<file path="src/hw/cpsc_pkg.sv">
// channel power and slot control: shared constants and types
// assumes a single 50 MHz clock and an 8-bit byte-addressed register port
package cpsc_pkg;

	// ****************************************
	// register map
	// ****************************************
	localparam logic [7:0] ADDR_SLOT_EN = 8'h74;
	localparam logic [7:0] ADDR_POWER_UP_CONFIG = 8'h75;
	localparam logic [7:0] ADDR_PWR_STS = 8'h76;
	localparam logic [7:0] RST_SLOT_EN = 8'h00;
	localparam logic [7:0] RST_POWER_UP_CONFIG = 8'h00;
	localparam logic [7:0] RST_PWR_STS = 8'h00;
	localparam logic [7:0] RD_UNMAPPED = 8'h00;

	// ****************************************
	// power configuration fields
	// ****************************************
	localparam int BIT_BIAS_ON = 7;
	localparam int BIT_CONV_ON = 6;
	localparam int BIT_PLL_ON = 5;
	localparam int BIT_DYN_ON = 4;
	localparam int BIT_GRP_HI = 3;
	localparam int BIT_GRP_LO = 2;
	localparam int BIT_RSV_RW = 1;
	localparam int BIT_RSV_RO = 0;
	// writable field bits; bit 0 always reads zero
	localparam logic [7:0] CFG_WR_MASK = 8'hfe;

	// ****************************************
	// dynamic group masks, channel 1 at bit 7
	// ****************************************
	localparam logic [1:0] GRP_1_2 = 2'h0;
	localparam logic [1:0] GRP_1_4 = 2'h1;
	localparam logic [1:0] GRP_1_6 = 2'h2;
	localparam logic [7:0] MASK_1_2 = 8'hc0;
	localparam logic [7:0] MASK_1_4 = 8'hf0;
	localparam logic [7:0] MASK_1_6 = 8'hfc;
	localparam logic [7:0] MASK_1_8 = 8'hff;
	localparam logic [7:0] MASK_NONE = 8'h00;

	// ****************************************
	// timing
	// ****************************************
	localparam int CLK_PERIOD_NS = 20;
	localparam int CH_SETTLE_NS = 10000;
	localparam int CH_SETTLE_CYCLES =
		(CH_SETTLE_NS + CLK_PERIOD_NS - 1) / CLK_PERIOD_NS;

	typedef enum logic {SEQ_IDLE, SEQ_RAMP} cpsc_seq_e;

	function automatic logic [7:0] cpsc_group_mask(input logic [1:0] sel);
		case (sel)
			GRP_1_2: cpsc_group_mask = MASK_1_2;
			GRP_1_4: cpsc_group_mask = MASK_1_4;
			GRP_1_6: cpsc_group_mask = MASK_1_6;
			default: cpsc_group_mask = MASK_1_8;
		endcase
	endfunction : cpsc_group_mask

endpackage : cpsc_pkg

</file>
<file path="src/hw/cpsc_chan_seq.sv">
// one channel power sequencer: status follows request after settling
// assumes target is driven from a flop on the same clock
`timescale 1ns/100ps
`default_nettype none

module cpsc_chan_seq import cpsc_pkg::*; #(
	parameter int SETTLE_CYCLES = CH_SETTLE_CYCLES
) (
	// clock and reset
	input wire logic clk,
	input wire logic rst,
	// request and settled state
	input wire logic target,
	output logic powered_q
);

	localparam int CW = $clog2(SETTLE_CYCLES + 1);
	localparam logic [CW-1:0] LAST = CW'(SETTLE_CYCLES - 1);
	localparam logic [CW-1:0] ZERO = '0;
	localparam logic [CW-1:0] ONE = CW'(1);

	cpsc_seq_e state_q;
	logic [CW-1:0] cnt_q;

	// ****************************************
	// settling sequence
	// ****************************************
	// a request withdrawn mid-ramp aborts; the state never flips early
	always_ff @(posedge clk) begin
		if (rst) begin
			state_q <= SEQ_IDLE;
			cnt_q <= ZERO;
		end else begin
			case (state_q)
				SEQ_IDLE: begin
					cnt_q <= ZERO;
					if (target != powered_q)
						state_q <= SEQ_RAMP;
				end
				SEQ_RAMP: begin
					if (target == powered_q || cnt_q == LAST) begin
						state_q <= SEQ_IDLE;
						cnt_q <= ZERO;
					end else begin
						cnt_q <= cnt_q + ONE;
					end
				end
				default: begin
					state_q <= SEQ_IDLE;
					cnt_q <= ZERO;
				end
			endcase
		end
	end

	always_ff @(posedge clk) begin
		if (rst)
			powered_q <= 1'b0;
		else if (state_q == SEQ_RAMP && target != powered_q && cnt_q == LAST)
			powered_q <= target;
	end
endmodule : cpsc_chan_seq

`default_nettype wire

</file>
<file path="src/hw/cpsc_regs.sv">
// channel power and slot control register bank
// assumes register port and input enables come from logic on clk
`timescale 1ns/100ps
`default_nettype none

module cpsc_regs import cpsc_pkg::*; #(
	parameter int NUM_CH = 8,
	parameter int SETTLE_CYCLES = CH_SETTLE_CYCLES
) (
	// clock and reset
	input wire logic clk,
	input wire logic rst,
	// host register port
	input wire logic reg_wr,
	input wire logic reg_rd,
	input wire logic [7:0] reg_addr,
	input wire logic [7:0] reg_wdata,
	output logic [7:0] reg_rdata,
	// per-channel enables from the input channel enable register
	input wire logic [NUM_CH-1:0] input_channel_enables,
	// power and slot controls, channel 1 at the top bit
	output logic [NUM_CH-1:0] slot_drive_en,
	output logic bias_supply_on,
	output logic clock_multiplier_on,
	output logic [NUM_CH-1:0] channel_power_on,
	output logic [NUM_CH-1:0] channel_power_state
);

	logic [7:0] slot_q;
	logic [7:0] cfg_q;
	logic [7:0] rdata_q;
	logic [NUM_CH-1:0] target_q;
	logic [NUM_CH-1:0] target_d;
	logic [NUM_CH-1:0] powered;
	logic [NUM_CH-1:0] allow;
	logic [NUM_CH-1:0] grp_mask;
	logic conv_on;
	logic dyn_on;
	logic recording;
	logic wr_slot;
	logic wr_cfg;
	logic rd_any;

	assign wr_slot = reg_wr && reg_addr == ADDR_SLOT_EN;
	assign wr_cfg = reg_wr && reg_addr == ADDR_POWER_UP_CONFIG;
	assign rd_any = reg_rd;
	assign conv_on = cfg_q[BIT_CONV_ON];
	assign dyn_on = cfg_q[BIT_DYN_ON];
	assign grp_mask = NUM_CH'(cpsc_group_mask(cfg_q[BIT_GRP_HI:BIT_GRP_LO]));
	// any channel up counts as recording
	assign recording = |powered;

	// ****************************************
	// writable registers
	// ****************************************
	always_ff @(posedge clk) begin
		if (rst)
			slot_q <= RST_SLOT_EN;
		else if (wr_slot)
			slot_q <= reg_wdata;
	end

	// bit 0 is never stored so it always reads zero
	always_ff @(posedge clk) begin
		if (rst)
			cfg_q <= RST_POWER_UP_CONFIG;
		else if (wr_cfg)
			cfg_q <= reg_wdata & CFG_WR_MASK;
	end

	assign slot_drive_en = slot_q[NUM_CH-1:0];
	assign bias_supply_on = cfg_q[BIT_BIAS_ON];
	assign clock_multiplier_on = cfg_q[BIT_PLL_ON];

	// ****************************************
	// channel power requests
	// ****************************************
	// with converters on, a channel may move when idle overall, or when inside the dynamic group; converters off clear every request
	always_comb begin
		if (!recording)
			allow = '1;
		else if (dyn_on)
			allow = grp_mask;
		else
			allow = '0;
		if (conv_on)
			target_d = (target_q & ~allow) |
				(input_channel_enables & allow);
		else
			target_d = '0;
	end

	always_ff @(posedge clk) begin
		if (rst)
			target_q <= '0;
		else
			target_q <= target_d;
	end

	assign channel_power_on = target_q;

	// ****************************************
	// per-channel settling and status
	// ****************************************
	for (genvar i = 0; i < NUM_CH; i++) begin : g_ch
		cpsc_chan_seq #(
			.SETTLE_CYCLES(SETTLE_CYCLES)
		) u_seq (
			.clk(clk),
			.rst(rst),
			.target(target_q[i]),
			.powered_q(powered[i])
		);
	end

	// low two bits are the PDM-only channels 7 and 8
	assign channel_power_state = powered;

	// ****************************************
	// read path
	// ****************************************
	// writes to the status address fall through every decode above
	always_ff @(posedge clk) begin
		if (rst)
			rdata_q <= RST_PWR_STS;
		else if (rd_any) begin
			case (reg_addr)
				ADDR_SLOT_EN: rdata_q <= slot_q;
				ADDR_POWER_UP_CONFIG: rdata_q <= cfg_q;
				ADDR_PWR_STS: rdata_q <= 8'(powered);
				default: rdata_q <= RD_UNMAPPED;
			endcase
		end
	end

	assign reg_rdata = rdata_q;
endmodule : cpsc_regs

`default_nettype wire

</file>
<file path="config.mk">
export PLATFORM = sky130hd
export DESIGN_NAME = cpsc_regs
export DESIGN_NICKNAME = d
export VERILOG_FILES = /design/src/hw/cpsc_pkg.sv /design/src/hw/cpsc_chan_seq.sv /design/src/hw/cpsc_regs.sv
export SDC_FILE = /design/constraint.sdc
export NUM_CORES = 1
export LEC_CHECK = 0
export ABC_CLOCK_PERIOD_IN_PS = 1700
export BUFFER_PORTS_ARGS = -buffer_cell sky130_fd_sc_hd__buf_2
export CAP_MARGIN = 20
export CORE_UTILIZATION = 40
export CTS_CLUSTER_DIAMETER = 120
export DETAILED_ROUTE_END_ITERATION = 10
export PLACE_DENSITY = 0.67
export SLEW_MARGIN = 25
export SYNTH_ARGS = -nofsm -noshare
export SYNTH_HDL_FRONTEND = slang
export SYNTH_SLANG_ARGS = --single-unit
</file>
<file path="constraint.sdc">
create_clock -name clk -period 1.7 [get_ports clk]
set_clock_uncertainty 0.05 [all_clocks]
set_input_delay 0.34 -clock clk [delete_from_list [all_inputs] [get_ports clk]]
set_output_delay 0.34 -clock clk [all_outputs]
set_load 0.05 [all_outputs]
</file>
==> run summary, run 1 <==
Status = finished, final reports clean
Most frequent cells in the layout = dfxtp_1 (119), buf_2 (61), nand2_1 (58)
Worst VDD drop = 0.602 mV
Global-route wire length before repair = 21.7 mm
Core Area = 13300 sq um
Cells after Synth = 624
Post-Route Utilization = 49.7%
Multi-input logic area = 2790 sq um
Die Height = 119 microns
CTS Buf Count = 17
Power Density = 1030 nW/um^2
Worst Path Required = 1.31 ns
Largest net degree at the start of global routing = 30
Yosys warns = 0
TritonRoute pass-1 iters = 4
Worst Path Arrival = 1.25 ns
Reg2reg start = g_ch[2].u_seq.cnt_q[0]
CP endpoint kind = output port
Slowest stage delay, CP = 0.50 ns
Period utilisation layout = 96.2%
Compound-Gate Fraction of Synth Area = 13.9%
Die Footprint = 14200 sq um
Commonest non-fill, non-tap cell in the layout = dfxtp_1
Tot GR Track Use = 19.1%
Synth cell types = 52
Post-synthesis xor/xnor area fraction = 5.10%
1st-iter DRT viols = 186
# fillers = 1234
Vias in the first global route = 4648
Register cell area after layout = 2380 sq um
Final ANT Viol Nets = 0
RSZ-0062 raised after global routing = false
Final Max Slew Viols = 0
Synth top area share = 43.4%
Final net count = 722
Avg Cell Area, Syn = 8.81 sq um
Clock latency on the worst-skew pair = 0.41 ns
Crit. Startpoint = g_ch[5].u_seq.powered_q
Post-Synth Adder-Cell Area = 1.82%
Worst Path Buf+Inv = 1
Post-Syn Nets = 660
Max-cap violation count = 0
Routed WL per cell = 14.5 microns
Crit path time final = 1.64 ns
Worst min path class = in2reg
Die W = 119 microns
Post-synthesis mux area share = 4.55%
CP top delay family = flip-flops
Number of H-tree levels = 4
Post-CTS setup buffer count = 0
CP max FO = 5
Total wire length = 12.7 mm
Main flop type after synthesis = dfxtp_1
Hold WS = 0.114 ns
Sequential fraction of the synthesis area = 43.4%
Final hold violations = 0
CTS sink cnt = 119
Synthesized cell area = 5500 sq um
Critical path's slowest cell = dfxtp_1
Leak = 2.27 nW
Synth area leaders = dfxtp_1 (43%), nand2_1 (4.0%), nand4_1 (3.6%)
Combinational family with the most area after synthesis = simple AND/OR/NAND/NOR gates
CTS tree = yes
Type of the worst setup path = reg2out
Setup TNS Final = 0 ns
Vias per inst = 5.50
Tightest Pin Transition = 0.604 ns
IO buf count = 61
Met3 usage = 4.74%
Fraction of layout cells with a size suffix above 1 = 17.5%
Startpoint Class = flop
Simple-Gate Fraction of Synth Area = 25.3%
GR peak layer = met2
DRC Markers = 0
Sequence of cells on the critical path = buf_2
Grt met1 use = 22.5%
Max Fclk = 611 MHz
Gpl congestion = 0.834
Number of synthesized flops with an enable pin = 0
GRT overflow = 0
Longest Clk Path Bufs = 2
#FFs+latches synth = 119
Final count of negative-setup-slack endpoints = 0
Area leader, netlist = dfxtp_1
N_diodes = 0
Detailed placement HPWL = 9.08 mm
Root Driver = clkbuf_16
Vias = 4811
Reg clk slew, reported paths = 0.05 ns
Initial core utilization = 41.3%
Hold Crit Start = input_channel_enables[7]
I/O Pins = 62
Initial antenna violation count = 0
Async set-reset flop share out of synthesis = 0%
Slew headroom = 59.7%
P&R area growth vs syn = 20.2%
Met2 Use GR = 32.3%
Rows = 42
==> final timing paths <==
| check | endpoint | slack (ns) | depth (start not counted) |
|---|---|---|---|
| worst max-delay path | channel_power_state[5] | 0.06 | 1 |
| worst min-delay path | flop | 0.11 | 3 |
| worst max register to register | g_ch[2].u_seq.cnt_q[2] | 0.17 | 5 |
| worst min register to register | g_ch[0].u_seq.cnt_q[0] | 0.41 | 1 |
==> cells by family (layout without fill, tap and decap cells) <==
group                    after synthesis  in the layout
XOR/XNOR                              32             32
buffers and inverters                 65            140
adder cells (fa/ha/maj)                8              8
flip-flops                           119            119
AND/OR/NAND/NOR                      257            257
AO/OA/AOI/OAI                        119            119
multiplexers                          24             24
==> cell type report <==
class                      count  area share, %
multi-input combinational    440           42.2
tap                          176           3.33
inverter                      28           1.59
sequential                   119           36.1
clock inverter                 9           2.58
clock buffer                  23           7.23
timing repair buffer          80           6.97
==> repair_timing <==
action	4_1_cts	5_1_grt
setup endpoints to repair	0	1
hold buffers	0	0
gates resized for setup	0	1
==> report_power, final <==
| group | switching, mW | internal (mW) |
|---|---|---|
| Clock | 1.19 | 2.70 |
| Sequential | 0.000549 | 2.79 |
| Combinational | 0.0952 | 0.0510 |
==> stage by stage <==
stage	instance area (sq um)	setup slack [ns]	total power [mW]	std cells
floorplan	5500	0.278	2.92	624
global placement	5950	0.156	2.99	843
detailed placement	5950	0.0930	2.99	843
CTS	6600	0.0500	6.89	875
global route	6610	0.000388	7.05	875
finish	6610	0.0643	6.83	875
==> sequential cells by signal, summed over array words and instances, names as in the netlist, named ones only <==
name	count
g_ch.u_seq.powered_q	8
slot_drive_en	8
reg_rdata	8
cfg_q	7
g_ch.u_seq.cnt_q	72
g_ch.u_seq.state_q	8
==> per-layer routing <==
| metal | share of wire, % | vias to the layer above |
|---|---|---|
| met5 | 0 | - |
| met4 | 2.3 | 0 |
| met3 | 5.0 | 18 |
| met2 | 48 | 136 |
| met1 | 44 | 2267 |
| li1 | - | 2390 |
==> cell usage after synthesis (all sizes together) (3+ instances only) <==
master and n:
a211oi 10, a21oi 32, a221oi 7, a31oi 11, buf 25, clkbuf 12
dfxtp 119, ha 8, inv 27, mux2 8, mux2i 16, nand2 58
nand2b 4, nand3 36, nand4 32, nand4bb 8, nor2 41, nor2b 16
nor3 20, nor3b 7, nor4 4, o2111ai 5, o21ai 22, o22ai 3
o31ai 17, or3 21, xnor2 16, xor2 16
(Power assumes the default switching activity.)
==> run 2: changes to the inputs <==
--- a/config.mk
+++ b/config.mk
@@ -5,14 +5,15 @@
 export SDC_FILE = /design/constraint.sdc
 export NUM_CORES = 1
 export LEC_CHECK = 0
-export ABC_CLOCK_PERIOD_IN_PS = 1700
+export ABC_AREA = 1
+export ABC_CLOCK_PERIOD_IN_PS = 1900
 export BUFFER_PORTS_ARGS = -buffer_cell sky130_fd_sc_hd__buf_2
 export CAP_MARGIN = 20
 export CORE_UTILIZATION = 40
 export CTS_CLUSTER_DIAMETER = 120
 export DETAILED_ROUTE_END_ITERATION = 10
 export PLACE_DENSITY = 0.67
-export SLEW_MARGIN = 25
+export SLEW_MARGIN = 15
 export SYNTH_ARGS = -nofsm -noshare
 export SYNTH_HDL_FRONTEND = slang
 export SYNTH_SLANG_ARGS = --single-unit
==> constraint.sdc (replaced) <==
create_clock -name clk -period 1.9 [get_ports clk]
set_clock_uncertainty 0.05 [all_clocks]
set_input_delay 0.38 -clock clk [delete_from_list [all_inputs] [get_ports clk]]
set_output_delay 0.38 -clock clk [all_outputs]
set_load 0.05 [all_outputs]
==> run 2 against run 1 <==
Flip-flop and latch count stayed put; cell count is 7.4% higher; sequential power is 10% lower; die area is 1.0% lower; critical path type unchanged; combinational power is 27% lower; routed wire length is 15% lower; largest power group unchanged.
==> run summary, run 2 <==
Status = finished, final reports clean (unchanged)
Longest Clk Path Bufs = 2 (unchanged)
Synth area leaders = dfxtp_1 (44%), nand2_1 (7.5%), inv_1 (6.4%) (was dfxtp_1 (43%), nand2_1 (4.0%), nand4_1 (3.6%))
Worst min path class = in2reg (unchanged)
Vias per inst = 4.62 (was 5.50)
Gpl congestion = 0.781 (was 0.834)
Post-synth top cells = dfxtp_1 (119), nand2_1 (108), inv_1 (93) (was dfxtp_1 (119), nand2_1 (58), nor2_1 (41))
DRC Markers = 0 (unchanged)
Commonest non-fill, non-tap cell in the layout = dfxtp_1 (unchanged)
Number of synthesized flops with an enable pin = 0 (unchanged)
Yosys warns = 0 (unchanged)
I/O Pins = 62 (unchanged)
Die Footprint = 14100 sq um (was 14200 sq um)
Vias in the first global route = 4162 (was 4648)
Final ANT Viol Nets = 0 (unchanged)
Reg clk slew, reported paths = 0.05 ns (about the same)
Area leader, netlist = dfxtp_1 (unchanged)
Crit path time final = 1.67 ns
Slew headroom = 76.1% (was 59.7%)
Startpoint Class = flop (unchanged)
CP top delay family = flip-flops (unchanged)
CP max FO = 5 (unchanged)
Fraction of layout cells with a size suffix above 1 = 19.8% (was 17.5%)
Tot GR Track Use = 17.1% (was 19.1%)
Root Driver = clkbuf_16 (unchanged)
Worst Path Required = 1.47 ns (was 1.31 ns)
IO buf count = 61 (unchanged)
Power Density = 877 nW/um^2 (was 1030 nW/um^2)
Setup TNS Final = 0 ns (unchanged)
Core Area = 13200 sq um (was 13300 sq um)
Sequence of cells on the critical path = buf_2 (unchanged)
Clock latency on the worst-skew pair = 0.41 ns (about the same)
Rows = 42 (unchanged)
RSZ-0062 raised after global routing = false (unchanged)
Final net count = 788 (was 722)
Global-route wire length before repair = 19.1 mm (was 21.7 mm)
Pre-CTS WS = 0.275 ns (was 0.0930 ns)
Final Max Slew Viols = 0 (unchanged)
Final hold violations = 0 (unchanged)
Initial core utilization = 41.1% (was 41.3%)
1st-iter DRT viols = 232 (was 186)
Detailed placement HPWL = 7.97 mm (was 9.08 mm)
Synth top area share = 43.8% (was 43.4%)
Synthesized cell area = 5440 sq um (was 5500 sq um)
Cells after Synth = 694 (was 624)
Routed WL per cell = 11.5 microns (was 14.5 microns)
Period utilisation layout = 87.9%
Post-CTS setup buffer count = 0 (unchanged)
TritonRoute pass-1 iters = 5 (was 4)
#FFs+latches synth = 119 (unchanged)
Synth cell types = 39 (was 52)
Largest net degree at the start of global routing = 26 (was 30)
Hold_buf cts = 0 (unchanged)
Critical path's slowest cell = dfxtp_1 (unchanged)
Final instance area = 6340 sq um (was 6610 sq um)
Type of the worst setup path = reg2out (unchanged)
GRT overflow = 0 (unchanged)
Tightest Pin Transition = 0.358 ns (was 0.604 ns)
Avg Cell Area, Syn = 7.84 sq um (was 8.81 sq um)
Worst Path Arrival = 1.24 ns (was 1.25 ns)
Biggest register = g_ch.u_seq.cnt_q (unchanged)
Final worst slack = 0.229 ns (was 0.0643 ns)
Most frequent cells in the layout = dfxtp_1 (119), nand2_1 (108), inv_1 (93) (was dfxtp_1 (119), buf_2 (61), nand2_1 (58))
CP endpoint kind = output port (unchanged)
Most common cell in the netlist = dfxtp_1 (unchanged)
Die Height = 119 microns (about the same)
DP Area = 5790 sq um (was 5950 sq um)
Post-cts gate resize count = 0 (unchanged)
Post-Syn Nets = 730 (was 660)
CTS tree = yes (unchanged)
Async set-reset flop share out of synthesis = 0% (unchanged)
Slowest stage delay, CP = 0.50 ns (about the same)
Max-cap violation count = 0 (unchanged)
Max Fclk = 599 MHz
CTS sink cnt = 119 (unchanged)
Final count of negative-setup-slack endpoints = 0 (unchanged)
Sequential fraction of the synthesis area = 43.8% (was 43.4%)
Total wire length = 10.8 mm (was 12.7 mm)
N_diodes = 0 (unchanged)
Max FFs per register = 72 (unchanged)
P&R area growth vs syn = 16.5% (was 20.2%)
Die W = 119 microns (about the same)
CTS Buf Count = 17 (unchanged)
Vias = 4346 (was 4811)
Worst VDD drop = 0.658 mV (was 0.602 mV)
Worst Path Buf+Inv = 1 (unchanged)
Number of H-tree levels = 4 (unchanged)
Initial antenna violation count = 0 (unchanged)
Leak = 2.60 nW (was 2.27 nW)
Main flop type after synthesis = dfxtp_1 (unchanged)
==> run 2: cell count changes in the layout (fill, tap and decap cells not counted), moves of 12 or more <==
cell / change
o31ai_1: -16
inv_1: +66
nor2b_1: -16
nor2_1: +44
buf_4: -15
nand3_1: +25
or3_1: -21
a21oi_2: +12
mux2i_1: -16
nand4_1: -25
nand2_1: +50
==> run 2: area by class of cell <==
cell class	count	area, sq um
clock buffers	23	478
inverters	97	364
well taps	176	220
fillers	1357	6910
multi-input cells	453	2490
flip-flops and latches	119	2380
clock inverters	8	73.8
repair buffers	64	328
==> run 2: layer usage <==
layer / track usage (%) / wire length (microns) / vias to the layer above
met4: 5.46 / 115 / 0
met2: 27.3 / 4940 / 66
met5: 0 / 0 / -
li1: - / - / 2337
met3: 4.92 / 359 / 8
met1: 22.0 / 5380 / 1935
==> run 2: through the flow <==
step	hold slack (ns)	total power [mW]	instances	util [%]
finish	0.147	5.56	940	47.9
global route	0.175	5.74	940	47.9
CTS	0.133	5.62	940	47.9
detailed placement	0.386	2.66	909	43.7
global placement	0.378	2.66	909	43.7
floorplan	0.368	2.61	694	-
==> run 2: where the power goes <==
| part | internal (mW) | switching (mW) | leakage [nW] |
|---|---|---|---|
| Clock | 1.88 | 1.07 | 0.269 |
| Combinational | 0.0368 | 0.0692 | 1.38 |
| Sequential | 2.50 | 0.000941 | 0.958 |
==> run 2: final timing paths <==
path	start	endpoint	slack, ns	cells past startpoint
setup / recovery	g_ch[1].u_seq.powered_q	channel_power_state[1]	0.23	1
hold / removal	input_channel_enables[0]	flop	0.15	3
setup reg to reg	g_ch[7].u_seq.cnt_q[0]	g_ch[7].u_seq.powered_q	0.49	8
hold reg to reg	g_ch[5].u_seq.cnt_q[0]	g_ch[5].u_seq.cnt_q[0]	0.39	1
==> run 2: cells by family (layout without fill, tap and decap cells) <==
group / after synthesis / count (layout) / synth area share, %
buffers and inverters: 122 / 192 / 10.4
adders and majority gates: 8 / 8 / 1.84
AOI/OAI and AO/OA: 91 / 91 / 9.55
DFF: 119 / 119 / 43.8
and+or+nand+nor: 327 / 327 / 30.1
xor gates and xnor gates: 27 / 27 / 4.35
==> run 3: changes to the inputs <==
--- a/config.mk
+++ b/config.mk
@@ -13,6 +13,7 @@
 export CTS_CLUSTER_DIAMETER = 120
 export DETAILED_ROUTE_END_ITERATION = 10
 export PLACE_DENSITY = 0.67
+export REMOVE_ABC_BUFFERS = 1
 export SLEW_MARGIN = 15
 export SYNTH_ARGS = -nofsm -noshare
 export SYNTH_HDL_FRONTEND = slang
==> run 3 against run 2 <==
Hold slack got worse by 0.0063 ns; via count decreased by 0.60%; non-clock buffer count increased by 1; die area unchanged; design area increased by 0.65%; core utilization increased by 0.31 points; clock power increased by 6%; maximum frequency increased by 1.6%; global-route usage decreased by 0.24 points.
==> run summary, run 3 (same netlist as run 2, synthesis figures left out) <==
Initial antenna violation count = 0 (unchanged)
Post-cts gate resize count = 0 (unchanged)
Fraction of layout cells with a size suffix above 1 = 20.1% (was 19.8%)
Die W = 119 microns (unchanged)
Clk pwr share = 54.5% (was 53.1%)
Type of the worst setup path = reg2out (unchanged)
Gpl congestion = 0.769 (was 0.781)
Commonest non-fill, non-tap cell in the layout = dfxtp_1 (unchanged)
Metal1 wirelength = 5.55 mm (was 5.38 mm)
Worst Path Arrival = 1.22 ns (was 1.24 ns)
DRC Markers = 0 (unchanged)
Vias per inst = 4.59 (was 4.62)
Vias in the first global route = 3898 (was 4162)
Final hold violations = 0 (unchanged)
Critical path's slowest cell = dfxtp_1 (unchanged)
Max FFs per register = 72 (unchanged)
Vias = 4320 (was 4346)
Register share of total power = 43.6% (was 45.0%)
Final count of negative-setup-slack endpoints = 0 (unchanged)
# fillers = 1309 (was 1357)
RR Endpoint = g_ch[6].u_seq.cnt_q[6] (was g_ch[7].u_seq.powered_q)
Reg clk slew, reported paths = 0.06 ns (was 0.05 ns)
Leak = 2.63 nW (was 2.60 nW)
Final ANT Viol Nets = 0 (unchanged)
Total wire length = 10.8 mm (about the same)
Die Height = 119 microns (unchanged)
Die Footprint = 14100 sq um (unchanged)
Slowest stage delay, CP = 0.48 ns (was 0.50 ns)
Worst Path Buf+Inv = 1 (unchanged)
Longest Clk Path Bufs = 2 (unchanged)
Rows = 42 (unchanged)
CTS sink cnt = 119 (unchanged)
CP endpoint kind = output port (unchanged)
IO buf count = 61 (unchanged)
Post-Route Utilization = 48.2% (was 47.9%)
Period utilisation layout = 86.6% (was 87.9%)
Largest net degree at the start of global routing = 26 (unchanged)
Post-CTS setup buffer count = 0 (unchanged)
CTS tree = yes (unchanged)
R2R Setup Slk = 0.50 ns (was 0.49 ns)
Reg2reg start = g_ch[6].u_seq.cnt_q[0] (was g_ch[7].u_seq.cnt_q[0])
TritonRoute pass-1 iters = 4 (was 5)
CTS Buf Count = 17 (unchanged)
Biggest register = g_ch.u_seq.cnt_q (unchanged)
GRT overflow = 0 (unchanged)
N_diodes = 0 (unchanged)
Most frequent cells in the layout = dfxtp_1 (119), nand2_1 (108), inv_1 (93) (unchanged)
Sw frac = 20.0% (was 20.5%)
Setup TNS Final = 0 ns (unchanged)
Hold_buf cts = 0 (unchanged)
Tot GR Track Use = 16.8% (was 17.1%)
Clock latency on the worst-skew pair = 0.41 ns (about the same)
Sequence of cells on the critical path = buf_2 (unchanged)
Worst reg-to-reg path cell count = 7 (was 8)
Initial core utilization = 41.1% (unchanged)
Top Layer Used = met4 (unchanged)
RSZ-0062 raised after global routing = false (unchanged)
Metal2 WL = 4.71 mm (was 4.94 mm)
Crit path time final = 1.65 ns (was 1.67 ns)
Max Fclk = 608 MHz (was 599 MHz)
Root Driver = clkbuf_16 (unchanged)
Detailed placement HPWL = 8.03 mm (was 7.97 mm)
Power Density = 899 nW/um^2 (was 877 nW/um^2)
Number of H-tree levels = 4 (unchanged)
Final Max Slew Viols = 0 (unchanged)
Met3 Wirelength = 432 microns (was 359 microns)
1st-iter DRT viols = 268 (was 232)
CP top delay family = flip-flops (unchanged)
Core Area = 13200 sq um (unchanged)
Internal power = 4.59 mW (was 4.42 mW)
I/O Pins = 62 (unchanged)
Slew headroom = 76.1% (about the same)
Max-cap violation count = 0 (unchanged)
Worst VDD drop = 0.698 mV (was 0.658 mV)
P&R area growth vs syn = 17.3% (was 16.5%)
Startpoint Class = flop (unchanged)
Worst min path class = in2reg (unchanged)
Status = finished, final reports clean (unchanged)
Comb pwr share = 1.9% (about the same)
CP max FO = 5 (unchanged)
Hold Path Stages = 3 (unchanged)
Final net count = 789 (was 788)
Sw Pwr = 1.15 mW (was 1.14 mW)
Worst Path Required = 1.47 ns (about the same)
Hold Crit Start = input_channel_enables[0] (unchanged)
Tightest Pin Transition = 0.359 ns (was 0.358 ns)
Routed WL per cell = 11.5 microns (about the same)
Crit. Startpoint = g_ch[3].u_seq.powered_q (was g_ch[1].u_seq.powered_q)
Global-route wire length before repair = 18.6 mm (was 19.1 mm)
run 3: how the worst max path moves through the flow:
| stage | slack, ns | depth (start not counted) | to |
|---|---|---|---|
| global placement | 0.34 | 7 | slot_drive_en[5] |
| detailed placement | 0.30 | 7 | slot_drive_en[5] |
| global route | 0.18 | 1 | channel_power_state[3] |
| floorplan | 0.41 | 4 | g_ch[0].u_seq.cnt_q[2] |
| CTS | 0.24 | 1 | channel_power_state[3] |
| finish | 0.25 | 1 | channel_power_state[3] |
run 3: area by class of cell:
type                       instances  area [sq um]  share of cell area [%]
multi-input combinational        453          2490                    39.1
sequential                       119          2380                    37.3
clock buffer                      23           488                    7.65
inverter                          97           364                    5.71
timing repair buffer              65           335                    5.26
tap                              176           220                    3.45
clock inverter                     9          97.6                    1.53
run 3: metrics by stage:
stage          instances  area, sq um  setup slack [ns]  hold WS (ns)  power (mW)
2_1_floorplan        669         5240             0.415         0.368        2.60
4_1_cts              942         6380             0.237         0.122        5.81
5_1_grt              942         6380             0.181         0.142        5.93
3_5_place_dp         910         5790             0.304         0.391        2.66
6_report             942         6380             0.255         0.141        5.73
3_3_place_gp         910         5790             0.340         0.381        2.66
run 3: power by group through the flow:
stage | combinational [mW] | clock, mW | sequential, mW
6_report | 0.107 | 3.13 | 2.50
5_1_grt | 0.118 | 3.32 | 2.50
3_5_place_dp | 0.107 | 0 | 2.55
2_1_floorplan | 0.0451 | 0 | 2.55
4_1_cts | 0.107 | 3.20 | 2.50
3_3_place_gp | 0.105 | 0 | 2.55
run 3: per-layer routing:
| metal | up-vias | global-route usage, % |
|---|---|---|
| li1 | 2338 | - |
| met1 | 1889 | 22.7 |
| met4 | 0 | 8.31 |
| met2 | 81 | 24.8 |
| met5 | - | 0 |
| met3 | 12 | 4.39 |
